<file path="src/shared/pcc_defines.vh">
// Register map, field positions, reset values and timing counts for the PLL clock control block
`ifndef PCC_DEFINES_VH
`define PCC_DEFINES_VH

// Register byte offsets
`define PCC_OFS_CONTROL        12'h000
`define PCC_OFS_BANDWIDTH      12'h004

// Control register fields
`define PCC_CTL_IRQ_EN_BIT     7
`define PCC_CTL_FLAG_BIT       6
`define PCC_CTL_PWR_ON_BIT     5
`define PCC_CTL_BASE_SEL_BIT   4
`define PCC_CTL_PRESC_HI       3
`define PCC_CTL_PRESC_LO       2
`define PCC_CTL_RANGE_HI       1
`define PCC_CTL_RANGE_LO       0

// Bandwidth control register fields
`define PCC_BW_AUTO_BIT        7
`define PCC_BW_LOCK_BIT        6
`define PCC_BW_TRACK_BIT       5

// Reset values
`define PCC_RST_IRQ_EN         1'b0
`define PCC_RST_FLAG           1'b0
`define PCC_RST_PWR_ON         1'b1
`define PCC_RST_BASE_SEL       1'b0
`define PCC_RST_PRESC          2'h0
`define PCC_RST_RANGE          2'h0
`define PCC_RST_AUTO           1'b0
`define PCC_RST_TRACK          1'b0

// Source edges counted on each side before a base clock switch completes
`define PCC_SWITCH_EDGES       2'h3

// Bus responses
`define PCC_RESP_OKAY          2'h0
`define PCC_RESP_SLVERR        2'h2

// Register selector codes
`define PCC_SEL_NONE           2'h0
`define PCC_SEL_CONTROL        2'h1
`define PCC_SEL_BANDWIDTH      2'h2

`endif

</file>
<file path="src/rtl/pcc_clk_switch.v">
// Base clock selector: glitch-free source change with freeze, then divide by two
`timescale 1ns/10ps
`include "pcc_defines.vh"
module pcc_clk_switch (
    // Clock and reset
    input  wire ref_clk,
    input  wire rst_n,
    // Source rising-edge strobes
    input  wire xclk_rise,
    input  wire vclk_rise,
    // Requested source, 1 selects the VCO
    input  wire select_req,
    // Outputs
    output reg  base_clock_out,
    output reg  switching_out
);

    reg       active_sel_reg;
    reg [1:0] xcnt_reg;
    reg [1:0] vcnt_reg;

    always @(posedge ref_clk or negedge rst_n) begin
        if (!rst_n) begin
            active_sel_reg <= 1'b0;
            xcnt_reg       <= 2'h0;
            vcnt_reg       <= 2'h0;
            base_clock_out <= 1'b0;
            switching_out  <= 1'b0;
        end else if (select_req != active_sel_reg) begin
            // Output frozen until both sources have shown their edges
            switching_out <= 1'b1;
            if (xclk_rise && xcnt_reg != `PCC_SWITCH_EDGES) begin
                xcnt_reg <= xcnt_reg + 2'h1;
            end
            if (vclk_rise && vcnt_reg != `PCC_SWITCH_EDGES) begin
                vcnt_reg <= vcnt_reg + 2'h1;
            end
            if (xcnt_reg == `PCC_SWITCH_EDGES && vcnt_reg == `PCC_SWITCH_EDGES) begin
                active_sel_reg <= select_req;
                xcnt_reg       <= 2'h0;
                vcnt_reg       <= 2'h0;
            end
        end else begin
            switching_out <= 1'b0;
            xcnt_reg      <= 2'h0;
            vcnt_reg      <= 2'h0;
            // Toggling on each rising edge gives half rate at 50% duty
            if (active_sel_reg ? vclk_rise : xclk_rise) begin
                base_clock_out <= ~base_clock_out;
            end
        end
    end

endmodule // pcc_clk_switch

</file>
<file path="src/rtl/pcc_pll_clock_control.v">
// PLL clock control and status registers with AXI4-Lite slave and base clock selection
//
// Behaviour
// - Lock interrupt enable writable only in automatic mode, else reads zero; reset clears.
// - Lock indicator toggle sets change flag in automatic mode only; with enable set it requests an interrupt.
// - Change flag reads zero in manual mode; read-only; reset clears.
// - Any control register read clears the change flag, unless a lock toggle sets it in the same cycle.
// - Power-on bit enables loop and VCO clock; reset sets it.
// - Power-on cannot be cleared while base clock select is set.
// - Base clock select cannot be set while power-on is clear.
// - Select one gives VCO/2 output, zero gives crystal/2; reset clears select.
// - Source switch waits three edges of each clock, output frozen meanwhile.
// - Prescaler field codes 1,2,4,8; locked while loop on; reset clears.
// - VCO range power field codes 1,2,4,8; locked while loop on; reset clears.
// - Automatic bandwidth bit read/write, one automatic, zero manual; reset clears.
// - Lock indicator shows lock in automatic mode, reads zero in manual mode.
// - Base clock output has 50% duty, made by dividing source by two.
// - Single interrupt output carries the lock change request.
// - Oscillator and loop enabled only while oscillator enable input is high.
// - Tracking select shows loop state in automatic mode, forces it in manual.
// - Zero linear range multiplier disables loop and forces crystal source.
`timescale 1ns/10ps
`include "pcc_defines.vh"
module pcc_pll_clock_control #(
    parameter ADDR_W = 12
) (
    // Clock and reset
    input  wire              ref_clk,
    input  wire              rst_n,
    // AXI4-Lite write address
    input  wire [ADDR_W-1:0] s_axi_awaddr,
    input  wire              s_axi_awvalid,
    output reg               s_axi_awready,
    // AXI4-Lite write data
    input  wire [31:0]       s_axi_wdata,
    input  wire [3:0]        s_axi_wstrb,
    input  wire              s_axi_wvalid,
    output reg               s_axi_wready,
    // AXI4-Lite write response
    output reg  [1:0]        s_axi_bresp,
    output reg               s_axi_bvalid,
    input  wire              s_axi_bready,
    // AXI4-Lite read address
    input  wire [ADDR_W-1:0] s_axi_araddr,
    input  wire              s_axi_arvalid,
    output reg               s_axi_arready,
    // AXI4-Lite read data
    output reg  [31:0]       s_axi_rdata,
    output reg  [1:0]        s_axi_rresp,
    output reg               s_axi_rvalid,
    input  wire              s_axi_rready,
    // Source clocks, sampled
    input  wire              crystal_clock,
    input  wire              vco_clock,
    // Analog loop status, asynchronous
    input  wire              lock_detect_in,
    input  wire              loop_tracking_in,
    // System integration unit and range register, same clock
    input  wire              oscillator_enable_in,
    input  wire              vco_range_is_zero,
    // Analog controls
    output reg               crystal_osc_enable_out,
    output reg               pll_enable_out,
    output reg  [1:0]        prescaler_field_out,
    output reg  [1:0]        vco_range_power_field_out,
    output reg               auto_bandwidth_out,
    output reg               tracking_force_out,
    // Base clock and interrupt
    output wire              base_clock_out,
    output wire              clock_switching_out,
    output reg               lock_interrupt_out
);

    // Map a byte address onto a register selector
    function [1:0] pcc_decode;
        input [ADDR_W-1:0] addr;
        begin
            if (addr == `PCC_OFS_CONTROL) begin
                pcc_decode = `PCC_SEL_CONTROL;
            end else if (addr == `PCC_OFS_BANDWIDTH) begin
                pcc_decode = `PCC_SEL_BANDWIDTH;
            end else begin
                pcc_decode = `PCC_SEL_NONE;
            end
        end
    endfunction

    // Register state
    reg        irq_en_reg;
    reg        flag_reg;
    reg        pwr_on_reg;
    reg        base_sel_reg;
    reg [1:0]  presc_reg;
    reg [1:0]  range_reg;
    reg        auto_reg;
    reg        track_reg;

    // Bus holding state
    reg [ADDR_W-1:0] aw_addr_reg;
    reg              aw_held_reg;
    reg [31:0]       wdata_reg;
    reg              wbyte_en_reg;
    reg              w_held_reg;

    // Synchronised inputs
    wire [3:0] sync_level;
    wire [3:0] sync_change;
    wire       lock_sync;
    wire       track_sync;
    wire       lock_toggle;
    wire       xclk_rise;
    wire       vclk_rise;

    pcc_sync_edge #(
        .WIDTH (4)
    ) u_sync (
        .ref_clk    (ref_clk),
        .rst_n      (rst_n),
        .async_in   ({vco_clock, crystal_clock, loop_tracking_in, lock_detect_in}),
        .level_out  (sync_level),
        .change_out (sync_change)
    );

    assign lock_sync   = sync_level[0];
    assign track_sync  = sync_level[1];
    assign lock_toggle = sync_change[0];
    assign xclk_rise   = sync_level[2] & sync_change[2];
    assign vclk_rise   = sync_level[3] & sync_change[3];

    // A stopped VCO must not hold back a switch to the crystal
    wire       vclk_count;
    assign vclk_count  = vclk_rise | (~pll_enable_out & ~base_sel_reg);

    // Clocks are sampled, so the VCO must run below half of ref_clk
    pcc_clk_switch u_switch (
        .ref_clk        (ref_clk),
        .rst_n          (rst_n),
        .xclk_rise      (xclk_rise),
        .vclk_rise      (vclk_count),
        .select_req     (base_sel_reg),
        .base_clock_out (base_clock_out),
        .switching_out  (clock_switching_out)
    );

    // Readback values
    wire [7:0] ctl_read;
    wire [7:0] bw_read;
    wire       lock_read;
    wire       track_read;

    assign lock_read  = auto_reg & lock_sync;
    assign track_read = auto_reg ? track_sync : track_reg;
    assign ctl_read   = {irq_en_reg & auto_reg,
                         flag_reg & auto_reg,
                         pwr_on_reg, base_sel_reg, presc_reg, range_reg};
    assign bw_read    = {auto_reg, lock_read, track_read, 5'h00};

    // Bus events
    wire       aw_fire;
    wire       w_fire;
    wire       ar_fire;
    wire       wr_do;
    wire [1:0] wr_sel;
    wire [1:0] rd_sel;
    wire       ctl_read_now;
    wire       flag_set;

    assign aw_fire      = s_axi_awvalid & s_axi_awready;
    assign w_fire       = s_axi_wvalid & s_axi_wready;
    assign ar_fire      = s_axi_arvalid & s_axi_arready;
    assign wr_do        = aw_held_reg & w_held_reg & ~s_axi_bvalid;
    assign wr_sel       = pcc_decode(aw_addr_reg);
    assign rd_sel       = pcc_decode(s_axi_araddr);
    assign ctl_read_now = ar_fire & (rd_sel == `PCC_SEL_CONTROL);
    assign flag_set     = lock_toggle & auto_reg;

    // Write channel capture, address and data in either order
    always @(posedge ref_clk or negedge rst_n) begin
        if (!rst_n) begin
            s_axi_awready <= 1'b1;
            s_axi_wready  <= 1'b1;
            aw_addr_reg   <= {ADDR_W{1'b0}};
            aw_held_reg   <= 1'b0;
            wdata_reg     <= 32'h0000_0000;
            wbyte_en_reg  <= 1'b0;
            w_held_reg    <= 1'b0;
            s_axi_bvalid  <= 1'b0;
            s_axi_bresp   <= `PCC_RESP_OKAY;
        end else begin
            if (aw_fire) begin
                aw_addr_reg   <= s_axi_awaddr;
                aw_held_reg   <= 1'b1;
                s_axi_awready <= 1'b0;
            end
            if (w_fire) begin
                wdata_reg    <= s_axi_wdata;
                wbyte_en_reg <= s_axi_wstrb[0];
                w_held_reg   <= 1'b1;
                s_axi_wready <= 1'b0;
            end
            if (wr_do) begin
                aw_held_reg  <= 1'b0;
                w_held_reg   <= 1'b0;
                s_axi_bvalid <= 1'b1;
                s_axi_bresp  <= (wr_sel == `PCC_SEL_NONE) ? `PCC_RESP_SLVERR : `PCC_RESP_OKAY;
            end
            if (s_axi_bvalid && s_axi_bready) begin
                s_axi_bvalid  <= 1'b0;
                s_axi_awready <= 1'b1;
                s_axi_wready  <= 1'b1;
            end
        end
    end

    // Read channel, answer one cycle after the address is taken
    always @(posedge ref_clk or negedge rst_n) begin
        if (!rst_n) begin
            s_axi_arready <= 1'b1;
            s_axi_rvalid  <= 1'b0;
            s_axi_rdata   <= 32'h0000_0000;
            s_axi_rresp   <= `PCC_RESP_OKAY;
        end else begin
            if (ar_fire) begin
                s_axi_arready <= 1'b0;
                s_axi_rvalid  <= 1'b1;
                case (rd_sel)
                    `PCC_SEL_CONTROL: begin
                        s_axi_rdata <= {24'h00_0000, ctl_read};
                        s_axi_rresp <= `PCC_RESP_OKAY;
                    end
                    `PCC_SEL_BANDWIDTH: begin
                        s_axi_rdata <= {24'h00_0000, bw_read};
                        s_axi_rresp <= `PCC_RESP_OKAY;
                    end
                    default: begin
                        s_axi_rdata <= 32'h0000_0000;
                        s_axi_rresp <= `PCC_RESP_SLVERR;
                    end
                endcase
            end else if (s_axi_rvalid && s_axi_rready) begin
                s_axi_rvalid  <= 1'b0;
                s_axi_arready <= 1'b1;
            end
        end
    end

    // Lock change flag; a new toggle outranks a same-cycle read
    always @(posedge ref_clk or negedge rst_n) begin
        if (!rst_n) begin
            flag_reg <= `PCC_RST_FLAG;
        end else if (flag_set) begin
            flag_reg <= 1'b1;
        end else if (ctl_read_now) begin
            flag_reg <= 1'b0;
        end
    end

    // Control register writes with interlocks judged on the old values
    always @(posedge ref_clk or negedge rst_n) begin
        if (!rst_n) begin
            irq_en_reg   <= `PCC_RST_IRQ_EN;
            pwr_on_reg   <= `PCC_RST_PWR_ON;
            base_sel_reg <= `PCC_RST_BASE_SEL;
            presc_reg    <= `PCC_RST_PRESC;
            range_reg    <= `PCC_RST_RANGE;
        end else begin
            if (wr_do && wbyte_en_reg && wr_sel == `PCC_SEL_CONTROL) begin
                if (auto_reg) begin
                    irq_en_reg <= wdata_reg[`PCC_CTL_IRQ_EN_BIT];
                end
                // Clearing power is refused while the VCO drives the base clock
                pwr_on_reg <= wdata_reg[`PCC_CTL_PWR_ON_BIT] | base_sel_reg;
                // Old power state gates select, so one write cannot do both
                base_sel_reg <= wdata_reg[`PCC_CTL_BASE_SEL_BIT] & pwr_on_reg
                                & ~vco_range_is_zero;
                if (!pwr_on_reg) begin
                    presc_reg <= wdata_reg[`PCC_CTL_PRESC_HI:`PCC_CTL_PRESC_LO];
                    range_reg <= wdata_reg[`PCC_CTL_RANGE_HI:`PCC_CTL_RANGE_LO];
                end
            end else if (vco_range_is_zero) begin
                base_sel_reg <= 1'b0;
            end
        end
    end

    // Bandwidth control writes; lock position is ignored
    always @(posedge ref_clk or negedge rst_n) begin
        if (!rst_n) begin
            auto_reg  <= `PCC_RST_AUTO;
            track_reg <= `PCC_RST_TRACK;
        end else if (wr_do && wbyte_en_reg && wr_sel == `PCC_SEL_BANDWIDTH) begin
            auto_reg <= wdata_reg[`PCC_BW_AUTO_BIT];
            // Manual value is kept aside in automatic mode and returns afterwards
            if (!auto_reg) begin
                track_reg <= wdata_reg[`PCC_BW_TRACK_BIT];
            end
        end
    end

    // Registered drives toward the analog loop and the CPU
    always @(posedge ref_clk or negedge rst_n) begin
        if (!rst_n) begin
            crystal_osc_enable_out    <= 1'b0;
            pll_enable_out            <= 1'b0;
            prescaler_field_out       <= `PCC_RST_PRESC;
            vco_range_power_field_out <= `PCC_RST_RANGE;
            auto_bandwidth_out        <= `PCC_RST_AUTO;
            tracking_force_out        <= `PCC_RST_TRACK;
            lock_interrupt_out        <= 1'b0;
        end else begin
            crystal_osc_enable_out    <= oscillator_enable_in;
            pll_enable_out            <= pwr_on_reg & oscillator_enable_in
                                         & ~vco_range_is_zero;
            prescaler_field_out       <= presc_reg;
            vco_range_power_field_out <= range_reg;
            auto_bandwidth_out        <= auto_reg;
            tracking_force_out        <= track_reg;
            lock_interrupt_out        <= flag_reg & irq_en_reg & auto_reg;
        end
    end

endmodule // pcc_pll_clock_control

</file>
<file path="src/rtl/pcc_sync_edge.v">
// Two-stage synchroniser with a change detector on the synchronised level
`timescale 1ns/10ps
module pcc_sync_edge #(
    parameter WIDTH = 1
) (
    // Clock and reset
    input  wire             ref_clk,
    input  wire             rst_n,
    // Asynchronous levels in
    input  wire [WIDTH-1:0] async_in,
    // Synchronised levels and change pulses out
    output wire [WIDTH-1:0] level_out,
    output wire [WIDTH-1:0] change_out
);

    reg [WIDTH-1:0] meta_reg;
    reg [WIDTH-1:0] stable_reg;
    reg [WIDTH-1:0] prev_reg;

    // First stage feeds only the second; the detector compares later stages
    always @(posedge ref_clk or negedge rst_n) begin
        if (!rst_n) begin
            meta_reg   <= {WIDTH{1'b0}};
            stable_reg <= {WIDTH{1'b0}};
            prev_reg   <= {WIDTH{1'b0}};
        end else begin
            meta_reg   <= async_in;
            stable_reg <= meta_reg;
            prev_reg   <= stable_reg;
        end
    end

    assign level_out  = stable_reg;
    assign change_out = stable_reg ^ prev_reg;

endmodule // pcc_sync_edge

</file>
<file path="config.mk">
export PLATFORM = sky130hd
export DESIGN_NAME = pcc_pll_clock_control
export DESIGN_NICKNAME = d
export VERILOG_FILES = /design/src/rtl/pcc_clk_switch.v /design/src/rtl/pcc_pll_clock_control.v /design/src/rtl/pcc_sync_edge.v
export VERILOG_INCLUDE_DIRS = /design/src /design/src/shared
export SDC_FILE = /design/constraint.sdc
export NUM_CORES = 1
export LEC_CHECK = 0
export BUFFER_PORTS_ARGS = -buffer_cell sky130_fd_sc_hd__buf_4
export CORE_UTILIZATION = 40
export CTS_CLUSTER_SIZE = 30
export DETAILED_ROUTE_END_ITERATION = 10
export PLACE_DENSITY = 0.75
export SETUP_SLACK_MARGIN = 0.05
export SLEW_MARGIN = 10
export SYNTH_ARGS = -nofsm -noshare
export SYNTH_HDL_FRONTEND = slang
export SYNTH_SLANG_ARGS = --single-unit
</file>
<file path="constraint.sdc">
create_clock -name ref_clk -period 1.7 [get_ports ref_clk]
set_input_delay 0.085 -clock ref_clk [delete_from_list [all_inputs] [get_ports ref_clk]]
set_output_delay 0.085 -clock ref_clk [all_outputs]
set_load 0.05 [all_outputs]
</file>
# Yosys cells after proc, flatten, opt, wreduce, memory -nomap -nowiden
# Index checks and enable logic that the tools add are counted.
[word_totals]
ff_bits = 102
input_bits = 73
output_inout_bits = 52
[classes]
n_addsub = 2
eq_ne = 13
mux = 34
n_bitwise = 30
reduce_logical = 25
[ops]
columns = ["operator", "count"]
rows = [
  ["12-bit by 3-bit == test with 1-bit output (second input constant)", 2],
  ["12-bit logical NOT", 2],
  ["2-bit two-way mux", 12],
  ["1-bit two-way mux", 21],
  ["1-bit bitwise AND", 19],
  ["8-bit one-hot mux with 2 select lines", 1],
  ["2-bit nonzero test", 8],
  ["2-bit AND reduction", 5],
  ["2-bit == test (second input constant)", 4],
  ["1-bit logical AND", 8],
  ["1-bit NOT", 8],
  ["3-bit inequality test (second input constant)", 2],
  ["2-bit by 1-bit adder with 2-bit output (second input constant)", 2],
  ["2-bit by 1-bit == test with 1-bit output (second input constant)", 2],
  ["2-bit inequality test (second input constant)", 2],
  ["4-bit XOR", 1],
  ["2-bit logical NOT", 1],
  ["1-bit bitwise OR", 2],
  ["2-bit OR reduction", 1],
  ["1-bit inequality test", 1],
]

# Logic depth before layout (Yosys ltp)
# Gate-level depths: netlist of the first run.
[logic_depth]
word_depth = 7
mapped_depth = 5
ltp_nobuf = 5

# Modules after synthesis
# A second synthesis of the first run with hierarchy kept.
[unflattened]
cells_unflattened = 233
area_unflattened_um2 = 3030.4
[modules_own_cells]
columns = ["mod", "instances", "cells_each", "area_each_um2", "seq_area_each_um2"]
rows = [
  ["pcc_pll_clock_control", 1, 187, 2343.5, 1406.3],
  ["pcc_clk_switch", 1, 30, 351.6, 175.2],
  ["pcc_sync_edge", 1, 16, 335.3, 300.3],
]

# Worst setup path before layout of the first run
# Ideal clock, no wire load.
[synth_timing]
kind = "register -> register"
from = "register s_axi_bvalid"
to = "register presc_reg[0]"
t_arrival_ps = 1752
required_time_ps = 1575
slack_ps = -177
path_stages_with_launch = 5
path_buffers = 0
synth_period_minus_slack_ps = 1877
path_cell_list = "dfrtp_1 and4b_1 nand4_4 or3_4 mux2_4"
[synth_via]
elab_chain_len = 5
[synth_rtl]
columns = ["element", "line", "source"]
rows = [
  ["from (decl)", "pcc_pll_clock_control.v:41", "output reg s_axi_bvalid,"],
  ["from (signal assigned)", "pcc_pll_clock_control.v:187", "s_axi_bvalid <= 1'b0;"],
  ["from (signal assigned)", "pcc_pll_clock_control.v:204", "s_axi_bvalid <= 1'b1;"],
  ["from (signal assigned)", "pcc_pll_clock_control.v:208", "s_axi_bvalid <= 1'b0;"],
  ["1-bit NOT", "pcc_pll_clock_control.v:171", "assign wr_do = aw_held_reg & w_held_reg & ~s_axi_bvalid;"],
  ["1-bit bitwise AND", "pcc_pll_clock_control.v:171", ""],
  ["1-bit logical AND", "pcc_pll_clock_control.v:267", "if (wr_do && wbyte_en_reg && wr_sel == `PCC_SEL_CONTROL) begin"],
  ["1-bit logical AND (no source line)", "-", ""],
  ["2-bit AND reduction (no source line)", "-", ""],
  ["to (signal assigned)", "pcc_pll_clock_control.v:264", "presc_reg <= `PCC_RST_PRESC;"],
  ["to (signal assigned)", "pcc_pll_clock_control.v:277", "presc_reg <= wdata_reg[`PCC_CTL_PRESC_HI:`PCC_CTL_PRESC_LO];"],
  ["to (decl)", "pcc_pll_clock_control.v:93", "reg [1:0] presc_reg;"],
]
# Every way passes these cells.
# A chain may end at the register's enable or synchronous reset.

# Worst setup path after layout of the first run
[layout_timing]
from = "register aw_addr_reg[1]"
to = "register presc_reg[1]"
[layout_via]
elab_chain_len = 6
word_cells_on_any_way = 7
[layout_rtl]
columns = ["element", "line", "source"]
rows = [
  ["from (decl)", "pcc_pll_clock_control.v:99", "reg [ADDR_W-1:0] aw_addr_reg;"],
  ["from (signal assigned)", "pcc_pll_clock_control.v:182", "aw_addr_reg <= {ADDR_W{1'b0}};"],
  ["from (signal assigned)", "pcc_pll_clock_control.v:191", "aw_addr_reg <= s_axi_awaddr;"],
  ["12-bit by 3-bit == test with 1-bit output (no source line)", "-", ""],
  ["2-bit two-way mux", "pcc_pll_clock_control.v:80", "end else if (addr == `PCC_OFS_BANDWIDTH) begin"],
  ["2-bit two-way mux *", "pcc_pll_clock_control.v:78", "if (addr == `PCC_OFS_CONTROL) begin"],
  ["2-bit by 1-bit == test with 1-bit output (no source line) *", "-", ""],
  ["1-bit logical AND (no source line) *", "-", ""],
  ["2-bit AND reduction (no source line) *", "-", ""],
]
# Every way passes the cells marked *; elsewhere a longest branch is shown, timed or not.

==> impl_summary.txt, run 1 <==
----------------------------------------------------
[Status]
  Run status ... finished, violations left
  Failing checks ... negative setup slack

[Synth]
  Post-synth top area share ... 0.583
  Average cell area after synthesis ... ~13 um^2
  Library cell with the highest instance count after synthesis ... dfrtp_1
  Count of unique library cells instantiated by Yosys ... 37
  Synthesis warning total ... 0
  Share of flip-flops with an asynchronous set or reset after synthesis ... 1.00
  Number of synthesized flops with an enable pin ... 0
  Combined area of all synthesized cells ... roughly 3000 um^2
  Library cell occupying the most area in the post-synthesis netlist ... dfrtp_1
  Seq cells post-synth ... 74
  Commonest cells post-synth ... dfrtp_1, buf_4, mux2_2
  Instance count of the mapped netlist ... roughly 230
  Portion of the post-synthesis area used by sequential elements ... 0.618
  Predominant post-synthesis flop cell ... dfrtp_1
  Synth area leaders ... dfrtp_1, mux2_2, buf_4

[Drt]
  Initial drt markers ... 90
  DRC violations left ... 0
  Remaining antenna violation count after routing ... 0
  Length of the first detailed-routing pass in iterations ... 4
  WL/cell ... roughly 12 um
  Post-DR vias/cell ... between 4 and 5
  Total via count in the routed design ... between 2000 and 2500
  Detailed Route WL ... about 5600 um

[GRT]
  Pin count of the biggest net entering global routing ... 40
  Via count of the first global-routing pass ... 2005
  Overall global routing resource usage ... 0.165
  Global-route wire length before repair ... about 9400 um
  Overall overflow remaining after global route ... 0
  Antenna violations before repair ... 0

[Cells and area]
  Flip-flop count of the largest register after layout ... 12
  Synth-to-layout area growth ... 40.5%
  Diode insertion count for antenna repair ... 0
  NumNets Final ... between 400 and 500
  Share of post-route cells with drive strength above 1 ... 0.391
  Filler instances ... about 600
  Core Util, Final ... 0.582
  Final Cell Area ... around 4200 um^2

[Clock tree]
  H-Tree Depth ... 3
  Register clock-pin slew on the reported worst setup and hold paths ... about 80 ps
  Clk_lat worst skew ... roughly 340 ps
  Worst-case clock buffer depth ... 2
  Number of buffers created by CTS ... 9
  Root Driver ... clkbuf_8
  TritonCTS clock tree ... yes
  Total clock sinks ... 74

[Critical path]
  Data arrival time of the critical path ... about 2000 ps
  Buffers & Inverters on Critical Path ... 0
  Cells traversed along the worst timing path ... nor4_4, nand4_4, or3_4, mux2_4
  Required time reported for the critical path endpoint ... 1930 ps
  Critical-path cell with the highest stage delay ... dfrtp_1
  Startpoint type of the worst setup path ... flip-flop
  Maximum fanout along the worst path ... 4
  Top Family by Delay on Critical Path ... simple AND/OR/NAND/NOR gates
  Startpoint-to-endpoint class of the critical path ... flip-flop to flip-flop
  Kind of end point of the critical path ... flip-flop
  Delay of the slowest cell on the worst path ... just over 400 ps

[Floorplan]
  Area of the core ... 7250 um^2
  Starting density of the core ... 0.415
  Die Y ... about 89 um
  I/O pins ... between 100 and 150
  Chip width ... roughly 89 um
  Die outline area ... between 7000 and 8000 um^2
  Std-Cell Rows ... 31

[STA]
  Final Skew ... ~4.8 ps
  Final min period ... 1740 ps
  Maximum frequency from static timing analysis ... 0.574 GHz
  Rel. slew slack ... 0.667
  Setup Viol. Count Final ... 5
  Tcrit/Tclk final ... 1.03
  Hold Violations, Final ... 0
  Final worst setup slack ... -43.0 ps
  Slew Limit Fails ... 0
  RSZ-0062 raised after global routing ... true
  Worst slew pin tran ... roughly 500 ps

[Pwr]
  Power, Total ... 5.23 mW
  Max VDD drop ... 1.02 mV
  Int Pwr ... approximately 3.7 mW
  Power density over cell area ... roughly 1200 nW/um^2
  Clock share of power ... 0.307
  Leakage Power ... just over 2 nW
  Combinational cell fraction of total power ... 0.234
  Sequential fraction of design power ... 0.459
  Switching Fraction ... 0.299
  Switching Power ... roughly 1.6 mW

[Placement]
  Post-placement cell area ... between 3000 and 4000 um^2
  Worst slack after detailed placement ... -62.9 ps
  Half-perimeter wire length after detailed placement ... between 3000 and 4000 um
  GPL Wtd Cong ... approximately 0.72
  Count of input and output buffers ... 70

[Job]
  MaxCap Viol Count ... 0

[Min path]
  Kind of path behind the tightest hold check ... input port to flip-flop

----------------------------------------------------
kinds of logic after synthesis:
group	Yosys count	synth area share
flops	74	0.618
simple gates	47	0.0978
buf+inv	38	0.0799
mux	32	0.123
compound gates	28	0.0574
xor+xnor	5	0.0146
fa+ha+maj	2	0.00832
other cells	1	0.00125
per-layer routing:
metal,track usage,wire (um),up-vias
li1,-,-,965
met1,0.186,2330,973
met2,0.276,2900,65
met3,0.0700,279,9
met4,0.0645,101,0
met5,0,0,-
path summary, 6_finish.rpt:
check                                   startpoint                   to  slack (ps)  cells past startpoint
worst max-delay path                aw_addr_reg[1]         presc_reg[1]         -40                      4
worst min-delay path               s_axi_araddr[2]       s_axi_rdata[5]          60                      4
worst max register to register      aw_addr_reg[1]         presc_reg[1]         -40                      4
worst min register to register  u_sync.meta_reg[0]  u_sync.level_out[0]         360                      0
max in group asynchronous                    rst_n       aw_addr_reg[4]         910                      3
min in group asynchronous                    rst_n         range_reg[1]         240                      2
layout make-up:
class / instances / area, um^2 / share of cell area
Clock inverter: 7 / 118 / 0.0278
Timing Repair Buffer: 113 / 946 / 0.224
Inverter: 10 / 37.5 / 0.00889
Multi-Input combinational cell: 140 / 1020 / 0.241
Tap cell: 99 / 124 / 0.0293
Clock buffer: 9 / 124 / 0.0293
Sequential cell: 74 / 1860 / 0.440
power by group through the flow:
stage | logic, mW | registers, mW | clock network (mW)
6_report | 1.23 | 2.40 | 1.61
5_1_grt | 1.33 | 2.44 | 1.72
4_1_cts | 1.24 | 2.40 | 1.65
3_5_place_dp | 1.14 | 2.43 | 0
3_3_place_gp | 1.12 | 2.41 | 0
2_1_floorplan | 0.645 | 2.59 | 0
cell usage in the layout (no fill, tap or decap), drive strengths merged, types with 3 or more instances in the layout:
master,count
clkinvlp,3
nor3,5
a21oi,6
dfstp,4
nand4,3
dlygate4sd3,34
bufinv,3
clkbuf,9
or3,3
mux2,28
mux2i,4
o21ai,11
nor2,8
a22o,5
xnor2,3
buf,79
nand2,13
conb,26
inv,10
nor4,4
dfrtp,70
metrics by stage:
stage / std cells / TNS [ps] / hold slack [ps]
detailed placement: 400 / -301 / 72.6
global placement: 400 / -227 / 74.6
floorplan: 252 / -322 / -211
global route: 452 / -611 / 45.2
CTS: 452 / -251 / 37.4
finish: 452 / -197 / 56.8
worst reg2reg max path: stages, from the launching register on:
cell     delay, ps
dfrtp_1        410
nor4_4         350
nand4_4        160
or3_4          410
mux2_4         310
what timing repair did:
action,in CTS,in global routing
hold buffers,34,0
endpoints found under the hold margin,64,0
cloned,0,0
setup buffers,2,0
pin swaps,1,1
resized for setup,3,0
endpoints found under the setup margin,7,8
(Power assumes the default switching activity.)
==> run 2, diff against run 1 <==
--- a/config.mk
+++ b/config.mk
@@ -11,6 +11,7 @@
 export CTS_CLUSTER_SIZE = 30
 export DETAILED_ROUTE_END_ITERATION = 10
 export PLACE_DENSITY = 0.75
+export RECOVER_POWER = 50
 export SETUP_SLACK_MARGIN = 0.05
 export SLEW_MARGIN = 10
 export SYNTH_ARGS = -nofsm -noshare
==> run 2 against run 1 <==
The flow still finishes with violations (negative setup slack). Count of clock-buffer cells in the layout unchanged. Core utilization down 0.21 points. Sequential share of layout area up 0.16 points. First-iteration DRC count down 10%. Critical endpoint unchanged. Largest cell class unchanged.
==> impl_summary.txt, run 2 (same netlist as run 1, synthesis figures left out) <==
----------------------------------------------------
[Status]
  Run status ... finished, violations left
  Failing checks ... negative setup slack

[Critical path]
  Kind of end point of the critical path ... flip-flop
  R2R Path Start ... aw_addr_reg[1]
  RR Endpoint ... presc_reg[1]
  Data arrival time of the critical path ... 1980 ps (about the same)
  Launching instance or port of the critical path ... aw_addr_reg[1]
  Delay of the slowest cell on the worst path ... 410 ps (about the same)
  Startpoint type of the worst setup path ... flip-flop
  Maximum fanout along the worst path ... 4 (unchanged)
  Critical-path cell with the highest stage delay ... dfrtp_1
  Worst-case register-to-register setup slack ... -40 ps (about the same)
  Required time reported for the critical path endpoint ... 1930 ps (about the same)
  Top Family by Delay on Critical Path ... simple AND/OR/NAND/NOR gates
  Setup crit end ... presc_reg[1]
  Cells traversed along the worst timing path ... nor4_4, nand4_4, or3_4, mux2_4
  Count of cells along the worst register-to-register path ... 4 (unchanged)
  Depth of the critical timing path with buffers and inverters included ... 4 (unchanged)
  Startpoint-to-endpoint class of the critical path ... flip-flop to flip-flop
  Buffers & Inverters on Critical Path ... 0 (unchanged)

[STA]
  Slew Limit Fails ... 0 (unchanged)
  RSZ-0062 raised after global routing ... true
  Final Skew ... 4.93 ps (+0.174 ps)
  Worst slew pin tran ... 862 ps (+365 ps)
  Final min period ... 1740 ps (-0.261 ps)
  Maximum frequency from static timing analysis ... 0.574 GHz (about the same)
  Tcrit/Tclk final ... 1.03 (about the same)
  Rel. slew slack ... 0.425 (-0.242)
  Hold Violations, Final ... 0 (unchanged)
  Final worst setup slack ... -42.8 ps (+0.261 ps)
  Setup Viol. Count Final ... 5 (unchanged)
  Hold Worst Slack ... 57.5 ps (+0.725 ps)
  Setup TNS after final layout ... -196 ps (+1.45 ps)

[Floorplan]
  I/O pins ... 125 (unchanged)
  Starting density of the core ... 0.415 (unchanged)
  Std-Cell Rows ... 31 (unchanged)
  Die Y ... 88.7 um (unchanged)
  Area of the core ... 7250 um^2 (unchanged)
  Die outline area ... 7870 um^2 (unchanged)
  Chip width ... 88.7 um (unchanged)

[Pwr]
  Power, Total ... 5.22 mW (-0.19%)
  Max VDD drop ... 1.01 mV (about the same)
  Power density over cell area ... 1240 nW/um^2 (+0.16%)
  Leakage Power ... 2.04 nW (-0.32%)

[Cells and area]
  Sequential standard cell area ... 1860 um^2 (unchanged)
  Share of post-route cells with drive strength above 1 ... 0.388 (-0.00283)
  Synth-to-layout area growth ... 40.0%
  Commonest cells after routing, fill and taps aside ... buf_4, dfrtp_1, dlygate4sd3_1, conb_1, mux2_2
  Final std cells w/o fill ... 452 (unchanged)
  Most common library cell in the layout ignoring fill and taps ... buf_4
  Flip-flop count of the largest register after layout ... 12 (unchanged)
  Filler instances ... 601 (+0.50%)
  Final Cell Area ... 4210 um^2 (-0.36%)
  NumNets Final ... 423 (unchanged)
  Core Util, Final ... 0.580 (-0.00207)
  Diode insertion count for antenna repair ... 0 (unchanged)
  Area of the multi-input gates ... 1020 um^2 (unchanged)

[Drt]
  Highest metal layer with signal wires ... met4
  Initial drt markers ... 81 (-10%)
  WL/cell ... 12.4 um (about the same)
  Metal1 wirelength ... 2330 um (about the same)
  Total via count in the routed design ... 2013 (+0.050%)
  Post-DR vias/cell ... 4.45 (about the same)
  Routed wire length on met3 ... 282 um (+1.1%)
  Remaining antenna violation count after routing ... 0 (unchanged)
  Detailed Route WL ... 5610 um (about the same)
  Length of the first detailed-routing pass in iterations ... 4 (unchanged)
  Met2 wire length ... 2900 um (+0.17%)
  DRC violations left ... 0 (unchanged)

[Clock tree]
  Total clock sinks ... 74 (unchanged)
  Number of buffers created by CTS ... 9 (unchanged)
  TritonCTS clock tree ... yes
  Clk_lat worst skew ... 340 ps (about the same)
  Register clock-pin slew on the reported worst setup and hold paths ... 80 ps (about the same)
  Worst-case clock buffer depth ... 2 (unchanged)
  H-Tree Depth ... 3 (unchanged)
  Root Driver ... clkbuf_8

[GRT]
  Overall global routing resource usage ... 0.165 (unchanged)
  Global-route wire length before repair ... 9420 um (unchanged)
  Pin count of the biggest net entering global routing ... 40 (unchanged)
  Antenna violations before repair ... 0 (unchanged)
  Overall overflow remaining after global route ... 0 (unchanged)
  Via count of the first global-routing pass ... 2005 (unchanged)

[Placement]
  Placed instance count ... 400 (unchanged)
  Post-placement cell area ... 3610 um^2 (unchanged)
  Worst slack after detailed placement ... -62.9 ps (unchanged)
  Half-perimeter wire length after detailed placement ... 3870 um (unchanged)
  GPL Wtd Cong ... 0.718 (unchanged)
  Count of input and output buffers ... 70 (unchanged)

[Min path]
  Kind of path behind the tightest hold check ... input port to flip-flop
  Worst hold path startpoint ... s_axi_araddr[2]

[Job]
  MaxCap Viol Count ... 0 (unchanged)

----------------------------------------------------
run 2: power by group:
group / internal [mW] / switching (mW) / leakage (nW) / total [mW]
Combinational: 0.567 / 0.653 / 1.00 / 1.22
Sequential: 2.12 / 0.273 / 0.926 / 2.40
Clock: 0.971 / 0.633 / 0.111 / 1.60
run 2: how the worst min path moves through the flow:
stage	slack, ps	end	cells after the start
floorplan	-210	auto_bandwidth_out	0
global placement	70	range_reg[1]	1
detailed placement	70	s_axi_rvalid	1
CTS	40	s_axi_rdata[7]	3
global route	50	s_axi_rdata[5]	4
finish	60	s_axi_rdata[5]	4
run 2: timing repair:
action,4_1_cts,5_1_grt
hold buffers,34,0
buffers inserted,2,0
endpoints found under the hold margin,64,0
pin swaps,1,1
gates resized for setup,3,0
setup endpoints to repair,7,8
run 2: metal layers:
layer	vias up	GRT usage
met5	-	0
met1	974	0.186
met4	0	0.0645
met2	65	0.276
met3	9	0.0700
li1	965	-
run 2: worst min-delay path: cells and delay by family:
| kind | cells | cell delay (ps) |
|---|---|---|
| compound gates | 2 | 110 |
| simple gates | 1 | 40 |
| buf+inv | 1 | 110 |
run 2: cell type report:
cell class	instances	share of cell area
clock buffers	9	0.0294
clock inverters	7	0.0279
inverters	10	0.00892
multi-input cells	140	0.242
flip-flops and latches	74	0.441
well taps	99	0.0294
repair buffers	113	0.221
==> run 3, diff against run 2 <==
--- a/config.mk
+++ b/config.mk
@@ -10,8 +10,10 @@
 export CORE_UTILIZATION = 40
 export CTS_CLUSTER_SIZE = 30
 export DETAILED_ROUTE_END_ITERATION = 10
+export HOLD_SLACK_MARGIN = 0.06
 export PLACE_DENSITY = 0.75
 export RECOVER_POWER = 50
+export REMOVE_ABC_BUFFERS = 1
 export SETUP_SLACK_MARGIN = 0.05
 export SLEW_MARGIN = 10
 export SYNTH_ARGS = -nofsm -noshare
==> run 3 against run 2 <==
The flow still finishes with violations (negative setup slack). Setup slack got worse by 17 ps. Non-clock buffer count grew 1. Flip-flop and latch count is the same. Power decreased by 2.7%. Clock skew is 5.8 ps higher. Final cell count grew 0.22%. Clock power fell by 10%. Count of clock-buffer cells in the layout grew 2. Critical endpoint is now range_reg[1]. Largest cell class unchanged.
==> impl_summary.txt, run 3 (same netlist as run 1, synthesis figures left out) <==
----------------------------------------------------
[Critical path]
  RR Endpoint ... range_reg[1]
  Count of cells along the worst register-to-register path ... 4 (unchanged)
  Data arrival time of the critical path ... 1980 ps (about the same)
  Required time reported for the critical path endpoint ... 1920 ps (about the same)
  Startpoint type of the worst setup path ... flip-flop
  Startpoint-to-endpoint class of the critical path ... flip-flop to flip-flop
  R2R Path Start ... aw_addr_reg[4]
  Kind of end point of the critical path ... flip-flop
  Worst-case register-to-register setup slack ... -60 ps (-20 ps)
  Maximum fanout along the worst path ... 4 (unchanged)

[Floorplan]
  Starting density of the core ... 0.415 (unchanged)
  Die outline area ... 7870 um^2 (unchanged)
  I/O pins ... 125 (unchanged)
  Area of the core ... 7250 um^2 (unchanged)
  Std-Cell Rows ... 31 (unchanged)
  Die Y ... 88.7 um (unchanged)
  Chip width ... 88.7 um (unchanged)

[Status]
  Run status ... finished, violations left
  Failing checks ... negative setup slack

[Pwr]
  Switching Fraction ... 0.305 (+0.00618)
  Leakage Power ... 2.04 nW (about the same)
  Combinational cell fraction of total power ... 0.245 (+0.011)
  Power density over cell area ... 1210 nW/um^2 (-2.2%)
  Max VDD drop ... 0.767 mV (-24%)
  Int Pwr ... 3.53 mW (-3.6%)
  Switching Power ... 1.55 mW (-0.71%)
  Sequential fraction of design power ... 0.472 (+0.013)
  Clock share of power ... 0.283 (-0.024)
  Power, Total ... 5.08 mW (-2.7%)

[Drt]
  Post-DR vias/cell ... 4.45 (about the same)
  Remaining antenna violation count after routing ... 0 (unchanged)
  Initial drt markers ... 56 (-31%)
  DRC violations left ... 0 (unchanged)
  WL/cell ... 12.6 um (+1.5%)
  Total via count in the routed design ... 2017 (+0.20%)
  Length of the first detailed-routing pass in iterations ... 4 (unchanged)
  Detailed Route WL ... 5710 um (+1.7%)

[Job]
  MaxCap Viol Count ... 0 (unchanged)

[GRT]
  Overall overflow remaining after global route ... 0 (unchanged)
  Via count of the first global-routing pass ... 2021 (+0.80%)
  Overall global routing resource usage ... 0.160 (-0.00403)
  Global-route wire length before repair ... 9380 um (-0.36%)
  Pin count of the biggest net entering global routing ... 42 (+5.0%)
  Antenna violations before repair ... 0 (unchanged)

[STA]
  RSZ-0062 raised after global routing ... true
  Final min period ... 1760 ps (+17.4 ps)
  Tcrit/Tclk final ... 1.04 (+0.0102)
  Setup TNS after final layout ... -227 ps (-30.8 ps)
  Rel. slew slack ... 0.461 (+0.0360)
  Final Skew ... 10.8 ps (+5.83 ps)
  Hold Violations, Final ... 0 (unchanged)
  Final worst setup slack ... -60.2 ps (-17.4 ps)
  Hold Worst Slack ... 136 ps (+78.6 ps)
  Maximum frequency from static timing analysis ... 0.568 GHz (-0.99%)
  Worst slew pin tran ... 808 ps (-54.0 ps)
  Setup Viol. Count Final ... 4 (-1)
  Slew Limit Fails ... 0 (unchanged)

[Clock tree]
  Post-CTS repair timing setup buffer count ... 0 (-2)
  Total clock sinks ... 74 (unchanged)
  Worst-case clock buffer depth ... 2 (unchanged)
  H-Tree Depth ... 3 (unchanged)
  Register clock-pin slew on the reported worst setup and hold paths ... 80 ps (about the same)
  Number of buffers created by CTS ... 9 (unchanged)
  Clk_lat worst skew ... 340 ps (about the same)
  TritonCTS clock tree ... yes
  Root Driver ... clkbuf_8

[Placement]
  Worst slack after detailed placement ... -46.8 ps (+16.1 ps)
  Half-perimeter wire length after detailed placement ... 3800 um (-2.0%)
  GPL Wtd Cong ... 0.712 (-0.93%)
  Count of input and output buffers ... 70 (unchanged)

[Cells and area]
  Most common library cell in the layout ignoring fill and taps ... buf_4
  NumNets Final ... 424 (+0.24%)
  Filler instances ... 614 (+2.2%)
  Share of post-route cells with drive strength above 1 ... 0.376 (-0.0124)
  Commonest cells after routing, fill and taps aside ... buf_4, dfrtp_1, dlygate4sd3_1, conb_1, mux2_2
  Synth-to-layout area growth ... 39.2%
  Flip-flop count of the largest register after layout ... 12 (unchanged)
  Diode insertion count for antenna repair ... 0 (unchanged)
  Core Util, Final ... 0.577 (-0.00328)

[Min path]
  Worst hold path startpoint ... s_axi_araddr[9]
  Kind of path behind the tightest hold check ... input port to flip-flop
  Worst Hold Endpoint ... s_axi_rdata[5]
  Min-Delay Path Depth ... 4 (unchanged)

----------------------------------------------------
[run 3: cell types whose count changed in the layout (fill, tap and decap cells not counted)]
cell and delta:
clkbuf_4 -1, clkinv_2 +1, bufinv_16 -1, dlygate4sd3_1 +2, dfrtp_2 -1, clkinvlp_4 -3
dfrtp_1 +1, clkbuf_1 +3, clkinv_4 +1, dfstp_2 +1, buf_4 -1, dfstp_1 -1
[run 3: worst max path at each step]
stage,slack [ps],startpoint,cells after the start,to
finish,-60,aw_addr_reg[4],4,range_reg[1]
global route,-140,aw_addr_reg[1],4,presc_reg[0]
CTS,-70,aw_addr_reg[1],4,presc_reg[0]
detailed placement,-50,aw_addr_reg[1],4,presc_reg[1]
global placement,-60,aw_addr_reg[1],4,presc_reg[0]
floorplan,-180,s_axi_bvalid,4,presc_reg[0]
[run 3: timing repair]
action / CTS / global route
pin swaps: 0 / 0
endpoints found under the hold margin: 68 / 0
hold buffers: 36 / 0
resized for setup: 2 / 1
endpoints found under the setup margin: 6 / 8
[run 3: power by group through the flow]
stage / logic, mW / registers (mW) / clock network, mW
detailed placement: 1.16 / 2.43 / 0
global placement: 1.13 / 2.40 / 0
floorplan: 0.595 / 2.58 / 0
global route: 1.34 / 2.44 / 1.56
CTS: 1.26 / 2.40 / 1.48
finish: 1.24 / 2.40 / 1.44
[run 3: per-stage QoR]
step	cells	instance area [um^2]
final	453	4190
after detailed placement	401	3620
after CTS	453	4200
after global placement	401	3620
after floorplan	224	2900
after global routing	453	4190
[run 3: metal layers]
metal,vias to the layer above,global-route usage,part of all wire
met5,-,0,0
met4,0,0.0543,0.0077
met3,6,0.0522,0.046
met2,64,0.269,0.53
met1,978,0.196,0.42
li1,969,-,-
[run 3: final cells by class]
type,count,area [um^2],share of cell area
Sequential cell,74,1860,0.444
Multi-Input combinational cell,140,1020,0.243
Timing Repair Buffer,114,940,0.225
Clock buffer,11,131,0.0314
Tap cell,99,124,0.0296
Clock inverter,5,78.8,0.0188
Inverter,10,37.5,0.00897
[run 3: worst max-delay path: stages (launching register included)]
cell and delay (ps):
dfrtp_1 410, nor4_4 370, nand4_4 140, or3_4 410, mux2_4 310
